## src/common/scp_cfg.svh

```systemverilog
// register map, field positions, reset values and timing counts of the serial port
`ifndef SCP_CFG_SVH
`define SCP_CFG_SVH
`define SCP_OFF_BAUD 12'h000
`define SCP_OFF_CTRL 12'h004
`define SCP_OFF_STAT1 12'h008
`define SCP_OFF_STAT2 12'h00c
`define SCP_OFF_CTRL3 12'h010
`define SCP_OFF_DATA 12'h014
`define SCP_BAUD_RST 13'h0004
`define SCP_CTRL_RE 0
`define SCP_CTRL_TE 1
`define SCP_CTRL_M 2
`define SCP_CTRL_PE 3
`define SCP_CTRL_LOOP_SELECT 4
`define SCP_CTRL_RECEIVER_SOURCE_SELECT 5
`define SCP_C3_R8 7
`define SCP_C3_T8 6
`define SCP_C3_SINGLE_WIRE_TX_DIRECTION 5
`define SCP_C3_OVERRUN_IRQ_ENABLE 3
`define SCP_C3_NOISE_IRQ_ENABLE 2
`define SCP_C3_FRAMING_IRQ_ENABLE 1
`define SCP_C3_PARITY_IRQ_ENABLE 0
`define SCP_S2_RAF 0
`define SCP_FRAME8 4'h0a
`define SCP_FRAME9 4'h0b
`define SCP_IDLE8 8'h9f
`define SCP_IDLE9 8'haf
`endif

```

## src/common/scp_pkg.sv

```systemverilog
// types shared by the serial port design
package scp_pkg;
  typedef enum logic [1:0] {RX_IDLE, RX_START, RX_BITS} scp_rx_st_t;
endpackage : scp_pkg

```

## src/rtl/scp_serial_port.sv

```systemverilog
// serial port: apb registers, baud generator, receiver, transmitter
//
// Behaviour
// - receiver active flag sets on valid start, clears on idle line
// - activity status register is read only; writes change nothing
// - bit 7 of control 3 shows ninth received bit in nine-bit mode
// - data write in nine-bit mode sends nine bits, ninth from control 3 bit 6
// - ninth transmit bit keeps its value across data writes
// - single-wire mode: bit 5 makes transmit pin input (0) or output (1)
// - overrun flag with enable bit 3 requests interrupt
// - noise flag with enable bit 2 requests interrupt
// - framing error flag with enable bit 1 requests interrupt
// - parity error flag with enable bit 0 requests interrupt
// - data address: reads receive buffer, writes transmit buffer
// - data register read after a status 1 read completes automatic flag clearing
// - full duplex: independent transmitter and receiver, one baud generator
// - baud generator divides the bus clock by a programmable modulo
// - receiver realigns bit timing on each falling edge seen after RT11 of a bit in a frame
// - frame is 10 bit times in eight-bit, 11 in nine-bit mode
// - receiver tolerates about 4.5 or 4 percent baud mismatch
// - receiver samples at sixteen times the baud rate
// - word-length bit sizes transmit shifter to 10 or 11 bits
`timescale 1ns/1ps
`include "scp_cfg.svh"
module scp_serial_port
  import scp_pkg::*;
(
  input wire logic clk_i,
  input wire logic reset_n_i,
  input wire logic psel_i,
  input wire logic penable_i,
  input wire logic pwrite_i,
  input wire logic [11:0] paddr_i,
  input wire logic [31:0] pwdata_i,
  output logic [31:0] prdata_o,
  output logic pready_o,
  output logic pslverr_o,
  input wire logic rxd_i,
  input wire logic txd_pin_i,
  output logic txd_o,
  output logic txd_oe_o,
  output logic err_irq_o
);
  logic [12:0] baud_q, bcnt_q;
  logic [5:0] ctrl_q;
  logic t8_q, single_wire_tx_direction_q, overrun_irq_enable_q, noise_irq_enable_q, framing_irq_enable_q, parity_irq_enable_q;
  logic pready_q, pslverr_q, irq_q, txd_q, oe_q;
  logic [31:0] prdata_q;
  logic [1:0] rxs_q, pins_q;
  logic bt_q;
  // flags
  logic rdrf_q, idle_q, ovr_q, nf_q, fe_q, pf_q, tdre_q, tc_q, s1_rd_q, idle_arm_q;
  logic [7:0] rbuf_q, tdr_q;
  logic r8_q;

  logic m, acc, wr_fire, rd_fire, s;
  assign m = ctrl_q[`SCP_CTRL_M];
  assign acc = psel_i & penable_i & ~pready_q;
  assign wr_fire = psel_i & penable_i & pready_q & pwrite_i;
  assign rd_fire = psel_i & penable_i & pready_q & ~pwrite_i;

  // two-flop synchronisers on both pins
  always_ff @(posedge clk_i or negedge reset_n_i)
    if (!reset_n_i)
    begin
      rxs_q <= 2'h3;
      pins_q <= 2'h3;
    end
    else
    begin
      rxs_q <= {rxs_q[0], rxd_i};
      pins_q <= {pins_q[0], txd_pin_i};
    end

  // receiver source: pin, internal loop, or the single-wire pin
  always_comb
    if (!ctrl_q[`SCP_CTRL_LOOP_SELECT])
      s = rxs_q[1];
    else if (ctrl_q[`SCP_CTRL_RECEIVER_SOURCE_SELECT])
      s = pins_q[1];
    else
      s = txd_q;

  // baud modulo counter gives one x16 tick per period, zero stops it
  always_ff @(posedge clk_i or negedge reset_n_i)
    if (!reset_n_i)
    begin
      bcnt_q <= 13'h0001;
      bt_q <= 1'b0;
    end
    else if (baud_q == 13'h0000)
    begin
      bcnt_q <= 13'h0001;
      bt_q <= 1'b0;
    end
    else if (bcnt_q >= baud_q)
    begin
      bcnt_q <= 13'h0001;
      bt_q <= 1'b1;
    end
    else
    begin
      bcnt_q <= bcnt_q + 13'h0001;
      bt_q <= 1'b0;
    end

  // receiver state
  scp_rx_st_t rx_st_q;
  logic [3:0] rt_q, bit_q, nbits;
  logic [2:0] hist_q, vote_q;
  logic [8:0] shf_q;
  logic noise_q, raf_q, maj, fr_q, fr_nf_q, fr_fe_q, fr_pf_q, idle_hit_q;
  logic [8:0] fr_d_q;
  logic [7:0] idle_cnt_q, idle_lim;
  assign nbits = m ? `SCP_FRAME9 : `SCP_FRAME8;
  assign idle_lim = m ? `SCP_IDLE9 : `SCP_IDLE8;
  assign maj = (vote_q[0] & vote_q[1]) | (vote_q[0] & s) | (vote_q[1] & s);

  // sixteen slots per bit, majority of RT8..RT10, start checked at RT3/5/7
  always_ff @(posedge clk_i or negedge reset_n_i)
    if (!reset_n_i)
    begin
      rx_st_q <= RX_IDLE;
      rt_q <= 4'h0;
      bit_q <= 4'h0;
      hist_q <= 3'h7;
      vote_q <= 3'h0;
      shf_q <= 9'h000;
      noise_q <= 1'b0;
      fr_q <= 1'b0;
      fr_d_q <= 9'h000;
      fr_nf_q <= 1'b0;
      fr_fe_q <= 1'b0;
      fr_pf_q <= 1'b0;
    end
    else
    begin
      fr_q <= 1'b0;
      if (bt_q && ctrl_q[`SCP_CTRL_RE])
      begin
        hist_q <= {hist_q[1:0], s};
        case (rx_st_q)
          RX_IDLE:
            if (hist_q == 3'h7 && !s)
            begin
              rx_st_q <= RX_START;
              rt_q <= 4'h1;
            end
          RX_START:
          begin
            rt_q <= rt_q + 4'h1;
            if (rt_q == 4'h2 || rt_q == 4'h4 || rt_q == 4'h6)
              vote_q <= {vote_q[1:0], s};
            if (rt_q == 4'h6)
            begin
              // false start: two of three samples high
              if ((vote_q[0] & vote_q[1]) | ((vote_q[0] | vote_q[1]) & s))
                rx_st_q <= RX_IDLE;
              else
              begin
                rx_st_q <= RX_BITS;
                bit_q <= 4'h0;
                noise_q <= vote_q[0] | vote_q[1] | s;
              end
            end
          end
          RX_BITS:
          begin
            rt_q <= rt_q + 4'h1;
            if (rt_q == 4'h7 || rt_q == 4'h8)
              vote_q <= {vote_q[1:0], s};
            if (rt_q > 4'ha && hist_q[0] && !s)
            begin
              rt_q <= 4'h1;
              bit_q <= bit_q + 4'h1;
            end
            else if (rt_q == 4'h9)
            begin
              if (vote_q[0] != vote_q[1] || vote_q[0] != s)
                noise_q <= 1'b1;
              if (bit_q == nbits - 4'h1)
              begin
                // stop bit: hand the frame over, refill edge history
                rx_st_q <= RX_IDLE;
                hist_q <= 3'h7;
                fr_q <= 1'b1;
                fr_d_q <= m ? shf_q : {1'b0, shf_q[8:1]};
                fr_fe_q <= ~maj;
                fr_nf_q <= noise_q | (vote_q[0] != vote_q[1]) | (vote_q[0] != s);
                fr_pf_q <= ctrl_q[`SCP_CTRL_PE] & (^shf_q ^ (~m & shf_q[0]));
              end
              else if (bit_q != 4'h0)
                shf_q <= {maj, shf_q[8:1]};
            end
            else if (rt_q == 4'hf)
              bit_q <= bit_q + 4'h1;
          end
          default: rx_st_q <= RX_IDLE;
        endcase
      end
    end

  // activity flag and idle-line count of one full frame of high samples
  always_ff @(posedge clk_i or negedge reset_n_i)
    if (!reset_n_i)
    begin
      raf_q <= 1'b0;
      idle_cnt_q <= 8'h00;
      idle_hit_q <= 1'b0;
    end
    else
    begin
      idle_hit_q <= 1'b0;
      if (bt_q && rx_st_q == RX_START && rt_q == 4'h6 && !maj)
        raf_q <= 1'b1;
      if (bt_q && ctrl_q[`SCP_CTRL_RE])
      begin
        if (!s)
          idle_cnt_q <= 8'h00;
        else if (idle_cnt_q < idle_lim)
          idle_cnt_q <= idle_cnt_q + 8'h01;
        else if (rx_st_q == RX_IDLE && raf_q)
        begin
          raf_q <= 1'b0;
          idle_hit_q <= 1'b1;
        end
      end
    end

  // receive flags: hardware set wins over the status-then-data clear
  logic rx_clr, load;
  assign rx_clr = rd_fire && paddr_i == `SCP_OFF_DATA && s1_rd_q;
  assign load = fr_q && !rdrf_q && !fe_q;
  always_ff @(posedge clk_i or negedge reset_n_i)
    if (!reset_n_i)
    begin
      rdrf_q <= 1'b0;
      idle_q <= 1'b0;
      ovr_q <= 1'b0;
      nf_q <= 1'b0;
      fe_q <= 1'b0;
      pf_q <= 1'b0;
      rbuf_q <= 8'h00;
      r8_q <= 1'b0;
      s1_rd_q <= 1'b0;
      idle_arm_q <= 1'b0;
    end
    else
    begin
      if (rd_fire && paddr_i == `SCP_OFF_STAT1)
        s1_rd_q <= 1'b1;
      else if (rd_fire && paddr_i == `SCP_OFF_DATA)
        s1_rd_q <= 1'b0;
      if (rx_clr)
      begin
        rdrf_q <= 1'b0;
        idle_q <= 1'b0;
        ovr_q <= 1'b0;
        nf_q <= 1'b0;
        fe_q <= 1'b0;
        pf_q <= 1'b0;
      end
      if (fr_q && rdrf_q)
        ovr_q <= 1'b1; // new data lost
      if (load)
      begin
        rbuf_q <= fr_d_q[7:0];
        r8_q <= fr_d_q[8];
        rdrf_q <= 1'b1;
        nf_q <= fr_nf_q;
        fe_q <= fr_fe_q;
        pf_q <= fr_pf_q;
        idle_arm_q <= 1'b1;
      end
      if (idle_hit_q && idle_arm_q)
      begin
        idle_q <= 1'b1;
        idle_arm_q <= 1'b0;
      end
    end

  // transmitter: bit time from sixteen baud ticks
  logic [3:0] trt_q, tcnt_q;
  logic [10:0] tsh_q;
  logic tbit, take;
  assign tbit = bt_q && trt_q == 4'hf;
  assign take = tbit && tcnt_q <= 4'h1 && !tdre_q && ctrl_q[`SCP_CTRL_TE];
  always_ff @(posedge clk_i or negedge reset_n_i)
    if (!reset_n_i)
    begin
      trt_q <= 4'h0;
      tcnt_q <= 4'h0;
      tsh_q <= 11'h7ff;
    end
    else
    begin
      if (bt_q)
        trt_q <= trt_q + 4'h1;
      if (take)
      begin
        // ninth bit taken at transfer, so it persists across writes
        tsh_q <= m ? {1'b1, t8_q, tdr_q, 1'b0} : {2'h3, tdr_q, 1'b0};
        tcnt_q <= nbits;
      end
      else if (tbit && tcnt_q != 4'h0)
      begin
        tsh_q <= {1'b1, tsh_q[10:1]};
        tcnt_q <= tcnt_q - 4'h1;
      end
    end

  // transmit buffer flags; taking the buffer wins over a write
  always_ff @(posedge clk_i or negedge reset_n_i)
    if (!reset_n_i)
    begin
      tdre_q <= 1'b1;
      tc_q <= 1'b1;
      tdr_q <= 8'h00;
    end
    else
    begin
      if (wr_fire && paddr_i == `SCP_OFF_DATA)
      begin
        tdr_q <= pwdata_i[7:0];
        tdre_q <= 1'b0;
        tc_q <= 1'b0;
      end
      if (take)
        tdre_q <= 1'b1;
      if (tbit && tcnt_q == 4'h1 && tdre_q)
        tc_q <= 1'b1;
    end

  // pin drive, direction and error interrupt, all registered
  always_ff @(posedge clk_i or negedge reset_n_i)
    if (!reset_n_i)
    begin
      txd_q <= 1'b1;
      oe_q <= 1'b1;
      irq_q <= 1'b0;
    end
    else
    begin
      txd_q <= (tcnt_q != 4'h0) ? tsh_q[0] : 1'b1;
      oe_q <= ~(ctrl_q[`SCP_CTRL_LOOP_SELECT] & ctrl_q[`SCP_CTRL_RECEIVER_SOURCE_SELECT]) | single_wire_tx_direction_q;
      irq_q <= (ovr_q & overrun_irq_enable_q) | (nf_q & noise_irq_enable_q)
        | (fe_q & framing_irq_enable_q) | (pf_q & parity_irq_enable_q);
    end

  // software-written registers; activity status has no write path
  always_ff @(posedge clk_i or negedge reset_n_i)
    if (!reset_n_i)
    begin
      baud_q <= `SCP_BAUD_RST;
      ctrl_q <= 6'h00;
      {t8_q, single_wire_tx_direction_q, overrun_irq_enable_q, noise_irq_enable_q, framing_irq_enable_q, parity_irq_enable_q} <= 6'h00;
    end
    else if (wr_fire)
      case (paddr_i)
        `SCP_OFF_BAUD: baud_q <= pwdata_i[12:0];
        `SCP_OFF_CTRL: ctrl_q <= pwdata_i[5:0];
        `SCP_OFF_CTRL3:
        begin
          t8_q <= pwdata_i[`SCP_C3_T8];
          single_wire_tx_direction_q <= pwdata_i[`SCP_C3_SINGLE_WIRE_TX_DIRECTION];
          overrun_irq_enable_q <= pwdata_i[`SCP_C3_OVERRUN_IRQ_ENABLE];
          noise_irq_enable_q <= pwdata_i[`SCP_C3_NOISE_IRQ_ENABLE];
          framing_irq_enable_q <= pwdata_i[`SCP_C3_FRAMING_IRQ_ENABLE];
          parity_irq_enable_q <= pwdata_i[`SCP_C3_PARITY_IRQ_ENABLE];
        end
        default: ;
      endcase

  // apb answer one cycle into the access phase
  always_ff @(posedge clk_i or negedge reset_n_i)
    if (!reset_n_i)
    begin
      pready_q <= 1'b0;
      pslverr_q <= 1'b0;
      prdata_q <= 32'h0000_0000;
    end
    else
    begin
      pready_q <= acc;
      pslverr_q <= 1'b0;
      prdata_q <= 32'h0000_0000;
      if (acc)
        case (paddr_i)
          `SCP_OFF_BAUD: prdata_q <= {19'h0_0000, baud_q};
          `SCP_OFF_CTRL: prdata_q <= {26'h000_0000, ctrl_q};
          `SCP_OFF_STAT1:
            prdata_q <= {24'h00_0000, tdre_q, tc_q, rdrf_q, idle_q, ovr_q, nf_q, fe_q, pf_q};
          `SCP_OFF_STAT2: prdata_q <= {31'h0000_0000, raf_q};
          `SCP_OFF_CTRL3:
            prdata_q <= {24'h00_0000, r8_q, t8_q, single_wire_tx_direction_q, 1'b0,
              overrun_irq_enable_q, noise_irq_enable_q, framing_irq_enable_q, parity_irq_enable_q};
          `SCP_OFF_DATA: prdata_q <= {24'h00_0000, rbuf_q};
          default: pslverr_q <= 1'b1;
        endcase
    end

  assign prdata_o = prdata_q;
  assign pready_o = pready_q;
  assign pslverr_o = pslverr_q;
  assign txd_o = txd_q;
  assign txd_oe_o = oe_q;
  assign err_irq_o = irq_q;
endmodule : scp_serial_port

```

## config.mk

```make
export PLATFORM = sky130hd
export DESIGN_NAME = scp_serial_port
export DESIGN_NICKNAME = d
export VERILOG_FILES = /design/src/common/scp_pkg.sv /design/src/rtl/scp_serial_port.sv
export VERILOG_INCLUDE_DIRS = /design/src /design/src/common
export SDC_FILE = /design/constraint.sdc
export NUM_CORES = 1
export LEC_CHECK = 0
export ABC_AREA = 1
export ABC_CLOCK_PERIOD_IN_PS = 2450
export BUFFER_PORTS_ARGS = -buffer_cell sky130_fd_sc_hd__buf_2
export CAP_MARGIN = 0
export CELL_PAD_IN_SITES_DETAIL_PLACEMENT = 0
export CELL_PAD_IN_SITES_GLOBAL_PLACEMENT = 1
export CORE_MARGIN = 3
export CORE_UTILIZATION = 38
export CTS_CLUSTER_SIZE = 20
export DETAILED_ROUTE_END_ITERATION = 10
export PLACE_DENSITY = 0.71
export SETUP_SLACK_MARGIN = 0.4
export SLEW_MARGIN = 20
export SYNTH_ARGS = -nofsm -noshare
export SYNTH_HDL_FRONTEND = slang
export SYNTH_SLANG_ARGS = --single-unit
```

## constraint.sdc

```tcl
create_clock -name clk_i -period 2.45 [get_ports clk_i]
set_input_delay 0.49 -clock clk_i [delete_from_list [all_inputs] [get_ports clk_i]]
set_output_delay 0.49 -clock clk_i [all_outputs]
set_load 0.02 [all_outputs]
```

==> impl_results.html, run 1 <==
<table>
<tr><th>Metric</th><th>Value</th></tr>
<tr><th colspan="2">Status</th></tr>
<tr><td>Outcome</td><td>finished, final reports clean</td></tr>
<tr><th colspan="2">Cells and area</th></tr>
<tr><td>Fin nets</td><td>around 1100</td></tr>
<tr><td>Area added between synthesis and finish</td><td>14.21%</td></tr>
<tr><td>Diodes inserted</td><td>0</td></tr>
<tr><td>Number of filler cells placed in the layout</td><td>2079</td></tr>
<tr><td>Most frequent cells in the layout</td><td>nand2_1, dfrtp_1, inv_1, o21ai_0, nor2_1</td></tr>
<tr><td>Most common cell after layout, fill and taps aside</td><td>nand2_1</td></tr>
<tr><td>Ratio of cells with drive above 1 in the final layout</td><td>0.1833</td></tr>
<tr><th colspan="2">Power</th></tr>
<tr><td>Reported leakage power</td><td>4.466 nW</td></tr>
<tr><td>Relative contribution of sequential cells to total power</td><td>0.480</td></tr>
<tr><td>Internal power consumption</td><td>between 4 and 5 mW</td></tr>
<tr><td>Clock share of power</td><td>0.490</td></tr>
<tr><td>Switching Share</td><td>0.2161</td></tr>
<tr><td>Worst IR drop on VDD</td><td>0.3796 mV</td></tr>
<tr><td>Switching power summed over all nets</td><td>approximately 1.1 mW</td></tr>
<tr><td>Logic gate share of total power</td><td>0.029</td></tr>
<tr><td>Power per Cell Area</td><td>573.2 mW/mm^2</td></tr>
<tr><th colspan="2">Synth</th></tr>
<tr><td>Fraction of registers with async set or reset after synthesis</td><td>1.000</td></tr>
<tr><td>Count of flip-flops with a built-in enable after synthesis</td><td>0</td></tr>
<tr><td>Average size of a mapped cell</td><td>8.387 sq um</td></tr>
<tr><td>Proportion of synthesized chip area in sequential cells</td><td>0.4778</td></tr>
<tr><td>Count of different cell masters after synthesis</td><td>49</td></tr>
<tr><td>Prevailing post-synth register cell</td><td>dfrtp_1</td></tr>
<tr><td>Warnings from Yosys</td><td>0</td></tr>
<tr><td>Cell area after synthesis</td><td>~0.0081 sq mm</td></tr>
<tr><td>Flop and latch count out of synthesis</td><td>about 150</td></tr>
<tr><td>Cells after synthesis</td><td>between 900 and 1000</td></tr>
<tr><th colspan="2">STA</th></tr>
<tr><td>Count of final hold-check violations</td><td>0</td></tr>
<tr><td>Final critical-path setup slack</td><td>0.5576 ns</td></tr>
<tr><td>Crit path time final</td><td>1.892 ns</td></tr>
<tr><td>Worst slew margin relative to its limit</td><td>0.5375</td></tr>
<tr><td>Setup violation total in the final timing report</td><td>0</td></tr>
<tr><td>Maximum frequency from static timing analysis</td><td>528.4 MHz</td></tr>
<tr><td>Worst-case clock skew</td><td>between 0.005 and 0.006 ns</td></tr>
<tr><td>Sum of negative setup slack</td><td>0 ns</td></tr>
<tr><td>Max-slew violations</td><td>0</td></tr>
<tr><td>Setup repair after global routing missed its margin</td><td>yes</td></tr>
<tr><td>Slew at the pin closest to its max-slew limit</td><td>0.6917 ns</td></tr>
<tr><td>Final critical-path share of the clock period</td><td>0.7724</td></tr>
<tr><th colspan="2">Floorplan</th></tr>
<tr><td>Area inside the core boundary</td><td>0.02062 sq mm</td></tr>
<tr><td>Initial Utilization</td><td>0.3940</td></tr>
<tr><td>Die outline area</td><td>0.02318 sq mm</td></tr>
<tr><td>Die span in x</td><td>152.2 microns</td></tr>
<tr><td>Die H</td><td>152.2 microns</td></tr>
<tr><td>Number of I/O pins</td><td>88</td></tr>
<tr><td>Std cell rows</td><td>52</td></tr>
<tr><th colspan="2">Clock network</th></tr>
<tr><td>CTS buffer count</td><td>17</td></tr>
<tr><td>Total number of clock tree sinks</td><td>154</td></tr>
<tr><td>Depth of the CTS H-tree</td><td>4</td></tr>
<tr><td>Number of buffers on the longest clock path</td><td>2</td></tr>
<tr><td>Clock transition at the registers of the reported paths</td><td>0.06 ns</td></tr>
<tr><td>Cell chosen for the clock root</td><td>clkbuf_16</td></tr>
<tr><td>Clock tree from TritonCTS</td><td>yes</td></tr>
<tr><td>Skew-Pair Late Insertion Delay</td><td>about 0.42 ns</td></tr>
<tr><th colspan="2">Placement</th></tr>
<tr><td>Placement Setup Slack</td><td>around 0.34 ns</td></tr>
<tr><td>Final Wtd Congestion</td><td>0.8113</td></tr>
<tr><td>DP Wirelength</td><td>between 10000 and 15000 microns</td></tr>
<tr><td>Number of buffers inserted by port buffering</td><td>49</td></tr>
<tr><th colspan="2">Global routing</th></tr>
<tr><td>First-pass GRT wire length</td><td>30490 microns</td></tr>
<tr><td>Antenna violations before repair</td><td>0</td></tr>
<tr><td>Number of global-route vias before repair</td><td>between 6000 and 7000</td></tr>
<tr><td>GRT Overall Usage</td><td>0.1599</td></tr>
<tr><td>Total global routing overflow</td><td>0</td></tr>
<tr><td>Pin count of the biggest net entering global routing</td><td>53</td></tr>
<tr><th colspan="2">Worst setup path</th></tr>
<tr><td>Reg-to-reg setup timing slack</td><td>0.56 ns</td></tr>
<tr><td>Data required, critical path</td><td>roughly 2.8 ns</td></tr>
<tr><td>Class of the most critical setup path</td><td>reg -&gt; reg</td></tr>
<tr><td>Largest fanout on the critical path</td><td>4</td></tr>
<tr><td>Worst Setup Start Kind</td><td>flip-flop</td></tr>
<tr><td>Arrival @ worst endpoint</td><td>roughly 2.2 ns</td></tr>
<tr><td>Reg2Reg Launch Point</td><td>ctrl_q[4]$_DFFE_PN0P_</td></tr>
<tr><td>FF-to-FF path depth</td><td>8</td></tr>
<tr><td>Worst R2R End</td><td>fr_nf_q$_DFFE_PN0P_</td></tr>
<tr><td>Nature of the critical path endpoint</td><td>flip-flop</td></tr>
<tr><td>Slowest library cell on the worst path</td><td>dfrtp_1</td></tr>
<tr><td>Cells traversed along the worst timing path</td><td>or2_1 &gt; nand2_2 &gt; inv_1 &gt; ha_1 &gt; or2_2 &gt; or2_4 &gt; o21ai_2 &gt; inv_1</td></tr>
<tr><td>Cell occurring most often along the worst timing path</td><td>inv_1</td></tr>
<tr><td>Max incr delay on CP</td><td>0.42 ns</td></tr>
<tr><th colspan="2">Detailed routing</th></tr>
<tr><td>Average wire per standard cell</td><td>13.81 microns</td></tr>
<tr><td>Final wirelength</td><td>18120 microns</td></tr>
<tr><td>Total number of vias</td><td>6210</td></tr>
<tr><td>DRC violations left</td><td>0</td></tr>
<tr><td>Count of antenna-violating nets left after detailed routing</td><td>0</td></tr>
<tr><td>Post-DR vias/cell</td><td>4.733</td></tr>
<tr><td>Total iterations of the first detailed-routing run</td><td>4</td></tr>
<tr><td>Starting DRC count in detailed routing</td><td>384</td></tr>
<tr><th colspan="2">Hold path</th></tr>
<tr><td>Classification of the worst-slack hold path</td><td>in -&gt; async</td></tr>
<tr><th colspan="2">Flow run</th></tr>
<tr><td>Number of max-cap violations</td><td>0</td></tr>
</table>
[through the flow]
step / hold WS, ns / util / area [sq um] / cells / total power [mW]
global route: 0.04525 / 0.4500 / 9281 / 1312 / 5.522
finish: 0.01783 / 0.4500 / 9281 / 1312 / 5.320
global placement: 0.3638 / 0.4172 / 8605 / 1274 / 2.760
CTS: 0.03264 / 0.4453 / 9184 / 1306 / 5.394
floorplan: 0.1944 / - / 8194 / 987 / 2.678
detailed placement: 0.3631 / 0.4172 / 8605 / 1274 / 2.761
[flip-flops by register name, summed over array words and instances (netlist names), 3 cells and up]
register    cells
prdata_o       13
baud_q         13
fr_d_q          9
rt_q            4
bit_q           4
shf_q           9
tcnt_q          4
ctrl_q          6
tsh_q          10
tdr_q           8
bcnt_q         13
rbuf_q          8
idle_cnt_q      8
hist_q          3
trt_q           4
[power groups by stage]
stage	registers [mW]	logic, mW	clock network [mW]
global placement	2.60	0.160	0
finish	2.56	0.156	2.61
detailed placement	2.60	0.161	0
floorplan	2.60	0.0752	0
global route	2.55	0.178	2.79
CTS	2.56	0.161	2.68
[worst max-delay path by stage]
stage	from	to	slack (ns)
after CTS	baud_q[2]$_DFFE_PN1P_	bcnt_q[4]$_DFF_PN0_	0.41
after detailed placement	paddr_i[7]	tdr_q[5]$_DFFE_PN0P_	0.34
after global placement	paddr_i[7]	tdr_q[1]$_DFFE_PN0P_	0.38
final	ctrl_q[4]$_DFFE_PN0P_	fr_nf_q$_DFFE_PN0P_	0.56
after global routing	bt_q$_DFF_PN0_	tcnt_q[3]$_DFFE_PN0P_	0.32
after floorplan	txd_o$_DFF_PN1_	fr_nf_q$_DFFE_PN0P_	0.43
[critical path: cells and delay by family (launching register included)]
| kind | cells | cell delay [ns] |
|---|---|---|
| AO/OA/AOI/OAI | 1 | 0.13 |
| AND/OR/NAND/NOR | 4 | 0.87 |
| buffers and inverters | 2 | 0.10 |
| flip-flops | 1 | 0.42 |
| adder cells (fa/ha/maj) | 1 | 0.27 |
[timing repair]
item,in CTS,in global routing
gates resized for setup,1,10
pin swaps,0,4
hold buffers,0,0
buffers inserted,0,5
cloned,0,1
setup endpoints to repair,8,34
[cell usage after synthesis (6+ instances only)]
cell	count	area (sq um)
a21oi_1	18	90.09
buf_2	9	45.04
buf_4	20	150.1
buf_6	8	90.09
clkbuf_1	7	26.28
dfrtp_1	131	3278
dfstp_2	23	604.3
ha_1	34	425.4
inv_1	115	431.7
mux2_2	9	101.4
nand2_1	215	807.0
nand2_2	13	81.33
nand3_1	61	305.3
nand4_1	19	118.9
nor2_1	78	292.8
nor3_1	16	80.08
o21ai_0	96	480.5
o21ai_1	16	80.08
o21ai_2	11	96.34
o22ai_1	6	37.54
or2_2	11	68.82
xor2_1	8	70.07
[routing by layer]
metal / GRT usage / part of all wire
met3: 0.03323 / 0.024
met2: 0.2559 / 0.47
met4: 0.04795 / 0.015
met1: 0.2198 / 0.49
met5: 0 / 0
[cell families (layout without fill, tap and decap cells)]
| group | count (synthesis) | count (layout) | share of synthesized area |
|---|---|---|---|
| AO/OA/AOI/OAI | 162 | 162 | 0.1130 |
| XOR/XNOR | 12 | 12 | 0.01293 |
| adder cells (fa/ha/maj) | 34 | 34 | 0.05235 |
| buffers and inverters | 165 | 220 | 0.09515 |
| flip-flops | 154 | 154 | 0.4778 |
| multiplexers | 10 | 10 | 0.01370 |
| other | 1 | 19 | 0.0004615 |
| AND/OR/NAND/NOR | 431 | 431 | 0.2346 |
[layout make-up]
class	count	area, sq um	share of cell area
Inverter	119	451.7	0.04867
Timing Repair Buffer	69	460.4	0.04961
Sequential cell	154	3885	0.4186
Tap cell	270	337.8	0.03640
Clock inverter	7	91.34	0.009841
Multi-Input combinational cell	668	3570	0.3846
Clock buffer	25	485.5	0.05231
No activity file was read; power rests on OpenSTA's default activity.
==> inputs of run 2 (changes only) <==
--- a/config.mk
+++ b/config.mk
@@ -6,8 +6,8 @@
 export SDC_FILE = /design/constraint.sdc
 export NUM_CORES = 1
 export LEC_CHECK = 0
-export ABC_AREA = 1
-export ABC_CLOCK_PERIOD_IN_PS = 2450
+export ABC_AREA = 0
+export ABC_CLOCK_PERIOD_IN_PS = 1800
 export BUFFER_PORTS_ARGS = -buffer_cell sky130_fd_sc_hd__buf_2
 export CAP_MARGIN = 0
 export CELL_PAD_IN_SITES_DETAIL_PLACEMENT = 0
@@ -16,7 +16,7 @@
 export CORE_UTILIZATION = 38
 export CTS_CLUSTER_SIZE = 20
 export DETAILED_ROUTE_END_ITERATION = 10
-export PLACE_DENSITY = 0.71
+export PLACE_DENSITY = 0.68
 export SETUP_SLACK_MARGIN = 0.4
 export SLEW_MARGIN = 20
 export SYNTH_ARGS = -nofsm -noshare
==> constraint.sdc (replaced) <==
create_clock -name clk_i -period 1.8 [get_ports clk_i]
set_input_delay 0.36 -clock clk_i [delete_from_list [all_inputs] [get_ports clk_i]]
set_output_delay 0.36 -clock clk_i [all_outputs]
set_load 0.02 [all_outputs]
==> run 2 against run 1 <==
- the flow now finishes with violations (setup timing)
- count of clock-buffer cells in the layout down 3
- synthesized cell count fell by 28%
- core utilization up 11 points
- worst setup slack worse by 0.72 ns
- cell count shrank 10%
- worst hold slack better by 0.012 ns
- area after synthesis down 5.0%
- sequential share of layout area decreased by 6.7 points
==> impl_results.html, run 2 <==
<table>
<tr><th>Metric</th><th>Value</th></tr>
<tr><th colspan="2">STA</th></tr>
<tr><td>Final critical-path setup slack</td><td>-0.1597 ns</td></tr>
<tr><td>Worst-case clock skew</td><td>0.01188 ns</td></tr>
<tr><td>Max-slew violations</td><td>0</td></tr>
<tr><td>Hold slack</td><td>0.02976 ns</td></tr>
<tr><td>Final critical-path share of the clock period</td><td>1.089</td></tr>
<tr><td>Setup repair after global routing missed its margin</td><td>yes</td></tr>
<tr><td>Crit path time final</td><td>1.960 ns</td></tr>
<tr><td>Count of final hold-check violations</td><td>0</td></tr>
<tr><td>Maximum frequency from static timing analysis</td><td>about 500 MHz</td></tr>
<tr><td>Setup violation total in the final timing report</td><td>76</td></tr>
<tr><th colspan="2">Clock network</th></tr>
<tr><td>Clock tree from TritonCTS</td><td>yes</td></tr>
<tr><td>CTS buffer count</td><td>17</td></tr>
<tr><td>Number of buffers on the longest clock path</td><td>2</td></tr>
<tr><td>Clock transition at the registers of the reported paths</td><td>0.07 ns</td></tr>
<tr><td>Cell chosen for the clock root</td><td>clkbuf_16</td></tr>
<tr><td>Skew-Pair Late Insertion Delay</td><td>0.43 ns</td></tr>
<tr><td>Depth of the CTS H-tree</td><td>4</td></tr>
<tr><td>Total number of clock tree sinks</td><td>154</td></tr>
<tr><th colspan="2">Worst setup path</th></tr>
<tr><td>Arrival @ worst endpoint</td><td>2.27 ns</td></tr>
<tr><td>FF-to-FF path depth</td><td>7</td></tr>
<tr><td>Class of the most critical setup path</td><td>reg -&gt; reg</td></tr>
<tr><td>Data required, critical path</td><td>2.11 ns</td></tr>
<tr><td>Reg2Reg Launch Point</td><td>txd_o$_DFF_PN1_</td></tr>
<tr><td>Slowest library cell on the worst path</td><td>dfstp_2</td></tr>
<tr><td>Count of buffer and inverter cells on the critical path</td><td>2</td></tr>
<tr><td>Worst R2R End</td><td>rx_st_q[0]$_DFFE_PN0P_</td></tr>
<tr><td>Largest delay contributor family on the critical path</td><td>multiplexers</td></tr>
<tr><td>Nature of the critical path endpoint</td><td>flip-flop</td></tr>
<tr><td>Worst Setup Start Kind</td><td>flip-flop</td></tr>
<tr><td>Max incr delay on CP</td><td>roughly 0.54 ns</td></tr>
<tr><td>Reg-to-reg setup timing slack</td><td>-0.16 ns</td></tr>
<tr><td>Cells traversed along the worst timing path</td><td>mux2_4 &gt; mux2i_4 &gt; inv_2 &gt; buf_4 &gt; o211ai_1 &gt; a221oi_2 &gt; mux2_2</td></tr>
<tr><td>Largest fanout on the critical path</td><td>6</td></tr>
<tr><th colspan="2">Global routing</th></tr>
<tr><td>Met1 Use GR</td><td>0.2360</td></tr>
<tr><td>GRT Overall Usage</td><td>0.1804</td></tr>
<tr><td>Pin count of the biggest net entering global routing</td><td>between 50 and 60</td></tr>
<tr><td>Total global routing overflow</td><td>0</td></tr>
<tr><td>First-pass GRT wire length</td><td>31520 microns</td></tr>
<tr><td>Number of global-route vias before repair</td><td>approximately 6200</td></tr>
<tr><td>GRT Max-Usage Layer</td><td>met2</td></tr>
<tr><td>Antenna violations before repair</td><td>0</td></tr>
<tr><td>Met3 Usage GRT</td><td>0.03656</td></tr>
<tr><td>Met2 usage in global routing</td><td>0.3017</td></tr>
<tr><th colspan="2">Power</th></tr>
<tr><td>Total power after layout</td><td>7.289 mW</td></tr>
<tr><td>Worst IR drop on VDD</td><td>0.5844 mV</td></tr>
<tr><td>Power per Cell Area</td><td>between 600 and 700 mW/mm^2</td></tr>
<tr><td>Reported leakage power</td><td>5.061 nW</td></tr>
<tr><th colspan="2">Floorplan</th></tr>
<tr><td>Die outline area</td><td>0.02207 sq mm</td></tr>
<tr><td>Area inside the core boundary</td><td>0.01972 sq mm</td></tr>
<tr><td>Std cell rows</td><td>just over 50</td></tr>
<tr><td>Die H</td><td>148.6 microns</td></tr>
<tr><td>Initial Utilization</td><td>0.3916</td></tr>
<tr><td>Number of I/O pins</td><td>88</td></tr>
<tr><td>Die span in x</td><td>148.6 microns</td></tr>
<tr><th colspan="2">Flow run</th></tr>
<tr><td>Number of max-cap violations</td><td>0</td></tr>
<tr><th colspan="2">Synth</th></tr>
<tr><td>Proportion of synthesized chip area in sequential cells</td><td>0.5028</td></tr>
<tr><td>Fraction of registers with async set or reset after synthesis</td><td>1.000</td></tr>
<tr><td>Dominant cell by count in the synthesized netlist</td><td>dfrtp_1</td></tr>
<tr><td>Average size of a mapped cell</td><td>approximately 11 sq um</td></tr>
<tr><td>Count of different cell masters after synthesis</td><td>70</td></tr>
<tr><td>Cell area after synthesis</td><td>0.007722 sq mm</td></tr>
<tr><td>Biggest area contributors in the synthesized netlist</td><td>dfrtp_1, dfstp_2, mux2_2</td></tr>
<tr><td>Most frequent cells after synthesis</td><td>dfrtp_1, nand2_1, mux2_2</td></tr>
<tr><td>Share of the synthesized area in the top cell type</td><td>0.4245</td></tr>
<tr><td>Count of flip-flops with a built-in enable after synthesis</td><td>0</td></tr>
<tr><td>Cells after synthesis</td><td>697</td></tr>
<tr><td>Flop and latch count out of synthesis</td><td>154</td></tr>
<tr><td>Warnings from Yosys</td><td>0</td></tr>
<tr><td>Prevailing post-synth register cell</td><td>dfrtp_1</td></tr>
<tr><td>Post-synthesis cell type with the largest combined area</td><td>dfrtp_1</td></tr>
<tr><th colspan="2">Cells and area</th></tr>
<tr><td>Most frequent cells in the layout</td><td>dfrtp_1, buf_4, nand2_1, buf_2, mux2_4</td></tr>
<tr><td>Fin nets</td><td>987</td></tr>
<tr><td>Area taken by flip-flops and latches</td><td>0.003887 sq mm</td></tr>
<tr><td>Diodes inserted</td><td>0</td></tr>
<tr><td>Multi-input combinational cell area</td><td>0.004300 sq mm</td></tr>
<tr><td>Ratio of cells with drive above 1 in the final layout</td><td>0.4754</td></tr>
<tr><td>Most common cell after layout, fill and taps aside</td><td>dfrtp_1</td></tr>
<tr><td>Number of filler cells placed in the layout</td><td>1609</td></tr>
<tr><td>Area added between synthesis and finish</td><td>43.15%</td></tr>
<tr><th colspan="2">Detailed routing</th></tr>
<tr><td>Post-DR vias/cell</td><td>5.069</td></tr>
<tr><td>Count of antenna-violating nets left after detailed routing</td><td>0</td></tr>
<tr><td>Total iterations of the first detailed-routing run</td><td>4</td></tr>
<tr><td>Final wirelength</td><td>19850 microns</td></tr>
<tr><td>Average wire per standard cell</td><td>16.83 microns</td></tr>
<tr><td>Starting DRC count in detailed routing</td><td>354</td></tr>
<tr><td>DRC violations left</td><td>0</td></tr>
<tr><td>Total number of vias</td><td>approximately 6000</td></tr>
<tr><th colspan="2">Hold path</th></tr>
<tr><td>Depth of the worst hold-timing path</td><td>1</td></tr>
<tr><td>Worst hold endpoint</td><td>rxs_q[0]$_DFF_PN1_</td></tr>
<tr><td>Classification of the worst-slack hold path</td><td>in -&gt; reg</td></tr>
<tr><td>Worst hold start</td><td>rxd_i</td></tr>
<tr><th colspan="2">Status</th></tr>
<tr><td>Outcome</td><td>complete, but fails checks</td></tr>
<tr><td>Failing checks</td><td>setup timing</td></tr>
<tr><th colspan="2">Placement</th></tr>
<tr><td>Number of buffers inserted by port buffering</td><td>slightly below 50</td></tr>
<tr><td>Final Wtd Congestion</td><td>~0.86</td></tr>
<tr><td>DP Wirelength</td><td>13920 microns</td></tr>
</table>
==> run 2: report_power, final <==
| part | total, mW | switching, mW | internal (mW) |
|---|---|---|---|
| combinational | 0.310 | 0.204 | 0.106 |
| clock | 3.50 | 1.43 | 2.07 |
| sequential | 3.48 | 0.00525 | 3.48 |
| total | 7.29 | 1.64 | 5.65 |
==> run 2: worst max path at each step <==
stage / start / end / cells past startpoint
final: txd_o$_DFF_PN1_ / rx_st_q[0]$_DFFE_PN0P_ / 7
after floorplan: paddr_i[7] / framing_irq_enable_q$_DFFE_PN0P_ / 6
after CTS: ctrl_q[5]$_DFFE_PN0P_ / rx_st_q[1]$_DFFE_PN0P_ / 6
after global routing: ctrl_q[5]$_DFFE_PN0P_ / fr_d_q[5]$_DFFE_PN0P_ / 10
after global placement: paddr_i[7] / single_wire_tx_direction_q$_DFFE_PN0P_ / 6
after detailed placement: paddr_i[7] / parity_irq_enable_q$_DFFE_PN0P_ / 6
==> run 2: layout make-up <==
| class | instances | share of cell area |
|---|---|---|
| flip-flops and latches | 154 | 0.3517 |
| multi-input cells | 480 | 0.3890 |
| inverters | 38 | 0.01313 |
| clock inverters | 10 | 0.008036 |
| well taps | 265 | 0.02999 |
| clock buffers | 22 | 0.04403 |
| repair buffers | 211 | 0.1641 |
==> run 2: logic make-up (layout without fill, tap and decap cells) <==
logic type,count (synthesis),in the layout,share of synthesized area
and+or+nand+nor,200,200,0.1291
muxes,81,81,0.1238
other,1,19,0.0004856
AOI/OAI and AO/OA,121,121,0.1103
xor gates and xnor gates,25,25,0.02835
adders and majority gates,34,34,0.05509
DFF,154,154,0.5028
buffers and inverters,81,281,0.05006
==> run 2: timing repair <==
action	in CTS	in global routing
hold buffers	1	0
pin swaps	40	27
gates cloned	5	1
setup endpoints to repair	122	124
gates resized for setup	135	57
hold endpoints to repair	16	0
setup buffers	24	16
==> run 2: worst register-to-register path: stages (launching register included) <==
cell      delay, ns
dfstp_2        0.54
mux2_4         0.18
mux2i_4        0.08
inv_2          0.15
buf_4          0.13
o211ai_1       0.10
a221oi_2       0.29
mux2_2         0.37
==> run 2: through the flow <==
stage	cell area (sq um)	util	setup slack, ns	TNS, ns	cells
6_report	11050	0.5606	-0.1597	-7.457	1180
3_5_place_dp	9301	0.4717	-0.5672	-27.50	1101
3_3_place_gp	9301	0.4717	-0.5428	-25.50	1101
5_1_grt	11050	0.5606	-0.2448	-12.54	1180
4_1_cts	10640	0.5395	-0.1802	-7.492	1163
2_1_floorplan	8112	-	-0.4447	-16.34	715
==> run 2: metal layers <==
metal | wire [microns] | vias to the layer above
li1 | - | 2874
met1 | 8962 | 2971
met2 | 9843 | 115
met3 | 795 | 22
met4 | 252 | 0
met5 | 0 | -
==> inputs of run 3 (changes only) <==
--- a/config.mk
+++ b/config.mk
@@ -7,7 +7,7 @@
 export NUM_CORES = 1
 export LEC_CHECK = 0
 export ABC_AREA = 0
-export ABC_CLOCK_PERIOD_IN_PS = 1800
+export ABC_CLOCK_PERIOD_IN_PS = 1600
 export BUFFER_PORTS_ARGS = -buffer_cell sky130_fd_sc_hd__buf_2
 export CAP_MARGIN = 0
 export CELL_PAD_IN_SITES_DETAIL_PLACEMENT = 0
@@ -16,7 +16,8 @@
 export CORE_UTILIZATION = 38
 export CTS_CLUSTER_SIZE = 20
 export DETAILED_ROUTE_END_ITERATION = 10
-export PLACE_DENSITY = 0.68
+export PLACE_DENSITY = 0.71
+export RECOVER_POWER = 25
 export SETUP_SLACK_MARGIN = 0.4
 export SLEW_MARGIN = 20
 export SYNTH_ARGS = -nofsm -noshare
==> constraint.sdc (replaced) <==
create_clock -name clk_i -period 1.6 [get_ports clk_i]
set_input_delay 0.32 -clock clk_i [delete_from_list [all_inputs] [get_ports clk_i]]
set_output_delay 0.32 -clock clk_i [all_outputs]
set_load 0.02 [all_outputs]
==> run 3 against run 2 <==
- the run still ends with setup timing left
- wire length grew 12%
- cell area grew 8.9%
- die area unchanged
==> impl_results.html, run 3 (synthesized netlist as in run 2, its figures left out) <==
<table>
<tr><th>Metric</th><th>Value</th></tr>
<tr><th colspan="2">Cells and area</th></tr>
<tr><td>Most common cell after layout, fill and taps aside</td><td>buf_4</td></tr>
<tr><td>Diodes inserted</td><td>0</td></tr>
<tr><td>Ratio of cells with drive above 1 in the final layout</td><td>0.5533</td></tr>
<tr><td>Finished Layout Cells</td><td>between 1000 and 1500</td></tr>
<tr><td>Most frequent cells in the layout</td><td>buf_4, dfrtp_1, buf_6, mux2_4, nand2_1</td></tr>
<tr><td>Share of the core filled with cells</td><td>0.6107</td></tr>
<tr><td>Area added between synthesis and finish</td><td>55.93%</td></tr>
<tr><td>Final design instance area without fill</td><td>between 0.01 and 0.015 sq mm</td></tr>
<tr><td>Fin nets</td><td>a little over 1000</td></tr>
<tr><th colspan="2">STA</th></tr>
<tr><td>Worst-case clock skew</td><td>0.007157 ns</td></tr>
<tr><td>Maximum frequency from static timing analysis</td><td>492.8 MHz</td></tr>
<tr><td>Final critical-path setup slack</td><td>-0.4294 ns</td></tr>
<tr><td>Max-slew violations</td><td>0</td></tr>
<tr><td>Worst slew margin relative to its limit</td><td>0.1317</td></tr>
<tr><td>Setup repair after global routing missed its margin</td><td>yes</td></tr>
<tr><td>Setup violation total in the final timing report</td><td>114</td></tr>
<tr><td>Crit path time final</td><td>2.029 ns</td></tr>
<tr><td>Slew at the pin closest to its max-slew limit</td><td>1.302 ns</td></tr>
<tr><td>Count of final hold-check violations</td><td>0</td></tr>
<tr><td>Final critical-path share of the clock period</td><td>1.268</td></tr>
<tr><th colspan="2">Floorplan</th></tr>
<tr><td>Die H</td><td>148.6 microns</td></tr>
<tr><td>Die outline area</td><td>0.02207 sq mm</td></tr>
<tr><td>Initial Utilization</td><td>0.3916</td></tr>
<tr><td>Number of I/O pins</td><td>88</td></tr>
<tr><td>Die span in x</td><td>148.6 microns</td></tr>
<tr><td>Area inside the core boundary</td><td>0.01972 sq mm</td></tr>
<tr><td>Std cell rows</td><td>a little over 50</td></tr>
<tr><th colspan="2">Clock network</th></tr>
<tr><td>CTS buffer count</td><td>17</td></tr>
<tr><td>Clock tree from TritonCTS</td><td>yes</td></tr>
<tr><td>Skew-Pair Late Insertion Delay</td><td>0.43 ns</td></tr>
<tr><td>Cell chosen for the clock root</td><td>clkbuf_16</td></tr>
<tr><td>Number of buffers on the longest clock path</td><td>2</td></tr>
<tr><td>Depth of the CTS H-tree</td><td>4</td></tr>
<tr><td>Total number of clock tree sinks</td><td>between 150 and 200</td></tr>
<tr><td>Clock transition at the registers of the reported paths</td><td>~0.06 ns</td></tr>
<tr><th colspan="2">Power</th></tr>
<tr><td>Total power after layout</td><td>8.360 mW</td></tr>
<tr><td>Power per Cell Area</td><td>694.3 mW/mm^2</td></tr>
<tr><td>Reported leakage power</td><td>5.442 nW</td></tr>
<tr><td>Worst IR drop on VDD</td><td>0.7499 mV</td></tr>
<tr><th colspan="2">Global routing</th></tr>
<tr><td>First-pass GRT wire length</td><td>35420 microns</td></tr>
<tr><td>Antenna violations before repair</td><td>0</td></tr>
<tr><td>Number of global-route vias before repair</td><td>6875</td></tr>
<tr><td>Total global routing overflow</td><td>0</td></tr>
<tr><td>GRT Overall Usage</td><td>0.2022</td></tr>
<tr><td>Pin count of the biggest net entering global routing</td><td>46</td></tr>
<tr><th colspan="2">Worst setup path</th></tr>
<tr><td>Cells traversed along the worst timing path</td><td>inv_2 &gt; ha_4 &gt; nor2b_4 &gt; o211ai_1 &gt; buf_4 &gt; nor2_2 &gt; a2111oi_4 &gt; buf_6 &gt; buf_12 &gt; mux2_4</td></tr>
<tr><td>Slowest library cell on the worst path</td><td>dfrtp_1</td></tr>
<tr><td>Nature of the critical path endpoint</td><td>flip-flop</td></tr>
<tr><td>Arrival @ worst endpoint</td><td>2.34 ns</td></tr>
<tr><td>Largest fanout on the critical path</td><td>5</td></tr>
<tr><td>Data required, critical path</td><td>1.91 ns</td></tr>
<tr><td>Class of the most critical setup path</td><td>reg -&gt; reg</td></tr>
<tr><td>Worst Setup Start Kind</td><td>flip-flop</td></tr>
<tr><td>Max incr delay on CP</td><td>approximately 0.4 ns</td></tr>
<tr><th colspan="2">Detailed routing</th></tr>
<tr><td>Final wirelength</td><td>around 22000 microns</td></tr>
<tr><td>DRC violations left</td><td>0</td></tr>
<tr><td>Total iterations of the first detailed-routing run</td><td>5</td></tr>
<tr><td>Average wire per standard cell</td><td>18.12 microns</td></tr>
<tr><td>Total number of vias</td><td>approximately 6400</td></tr>
<tr><td>Count of antenna-violating nets left after detailed routing</td><td>0</td></tr>
<tr><td>Post-DR vias/cell</td><td>5.213</td></tr>
<tr><td>Starting DRC count in detailed routing</td><td>318</td></tr>
<tr><th colspan="2">Placement</th></tr>
<tr><td>Number of buffers inserted by port buffering</td><td>between 40 and 50</td></tr>
<tr><td>Final Wtd Congestion</td><td>0.8727</td></tr>
<tr><td>DP Wirelength</td><td>14240 microns</td></tr>
<tr><td>Post-placement cell count</td><td>1131</td></tr>
<tr><td>Placement Setup Slack</td><td>-0.7525 ns</td></tr>
<tr><td>Cell area after placement</td><td>0.009633 sq mm</td></tr>
<tr><th colspan="2">Flow run</th></tr>
<tr><td>Number of max-cap violations</td><td>0</td></tr>
<tr><th colspan="2">Status</th></tr>
<tr><td>Failing checks</td><td>setup timing</td></tr>
<tr><td>Outcome</td><td>complete, but fails checks</td></tr>
<tr><th colspan="2">Hold path</th></tr>
<tr><td>Classification of the worst-slack hold path</td><td>in -&gt; reg</td></tr>
</table>
[run 3: cell count changes in the layout (fill, tap and decap cells not counted), sizes merged]
cell | before | now
buf | 209 | 259
clkinvlp | 0 | 5
clkbuf | 23 | 19
dlygate4sd3 | 1 | 3
bufinv | 1 | 2
clkinv | 6 | 5
inv | 41 | 40
[run 3: per-layer routing]
metal,track usage,share of wire,vias up
met2,0.3494,0.52,131
li1,-,-,2969
met4,0.06005,0.021,0
met1,0.2555,0.42,3279
met3,0.04327,0.034,43
met5,0,0,-
[run 3: where the power goes]
group | total [mW] | internal (mW) | leakage, nW | switching (mW)
registers | 3.92 | 3.91 | 2.06 | 0.00705
clock network | 4.03 | 2.34 | 0.275 | 1.69
logic | 0.412 | 0.157 | 3.11 | 0.255
total | 8.36 | 6.41 | 5.44 | 1.95
[run 3: final timing paths]
path,slack [ns],cells past startpoint,startpoint,to
hold reg to reg,0.36,0,pins_q[0]$_DFF_PN1_,pins_q[1]$_DFF_PN1_
setup / recovery,-0.43,10,rt_q[0]$_DFFE_PN0P_,shf_q[6]$_DFFE_PN0P_
hold / removal,0.14,2,pwdata_i[12],baud_q[12]$_DFFE_PN0P_
setup reg to reg,-0.43,10,rt_q[0]$_DFFE_PN0P_,shf_q[6]$_DFFE_PN0P_
min in group asynchronous,0.72,2,reset_n_i,tdr_q[3]$_DFFE_PN0P_
max in group asynchronous,-0.01,3,reset_n_i,pins_q[0]$_DFF_PN1_
[run 3: area by class of cell]
type	count	area [sq um]
fillers	1493	7676
multi-input cells	480	4634
flip-flops and latches	154	3887
repair buffers	263	2451
clock buffers	18	439.2
well taps	265	331.6
inverters	38	150.1
clock inverters	14	147.6
[run 3: critical path: cells and delay by family (launching register included)]
| family | cells | cell delay, ns |
|---|---|---|
| simple gates | 2 | 0.08 |
| flops | 1 | 0.39 |
| fa+ha+maj | 1 | 0.15 |
| buf+inv | 4 | 0.55 |
| compound gates | 2 | 0.44 |
| mux | 1 | 0.30 |
[run 3: what timing repair did]
| action | 4_1_cts | 5_1_grt |
|---|---|---|
| endpoints found under the setup margin | 157 | 159 |
| hold endpoints to repair | 33 | 0 |
| gates resized for setup | 240 | 72 |
| setup buffers | 34 | 25 |
| pin swaps | 71 | 44 |
| gates cloned | 7 | 0 |
| hold buffers | 3 | 0 |
[run 3: stage by stage]
stage                     hold WS (ns)  TNS (ns)
final                           0.1372    -32.52
after global routing            0.1246    -62.63
after CTS                       0.1261    -28.62
after detailed placement        0.2950    -46.29
after global placement          0.2926    -44.16
after floorplan                0.02441    -30.63
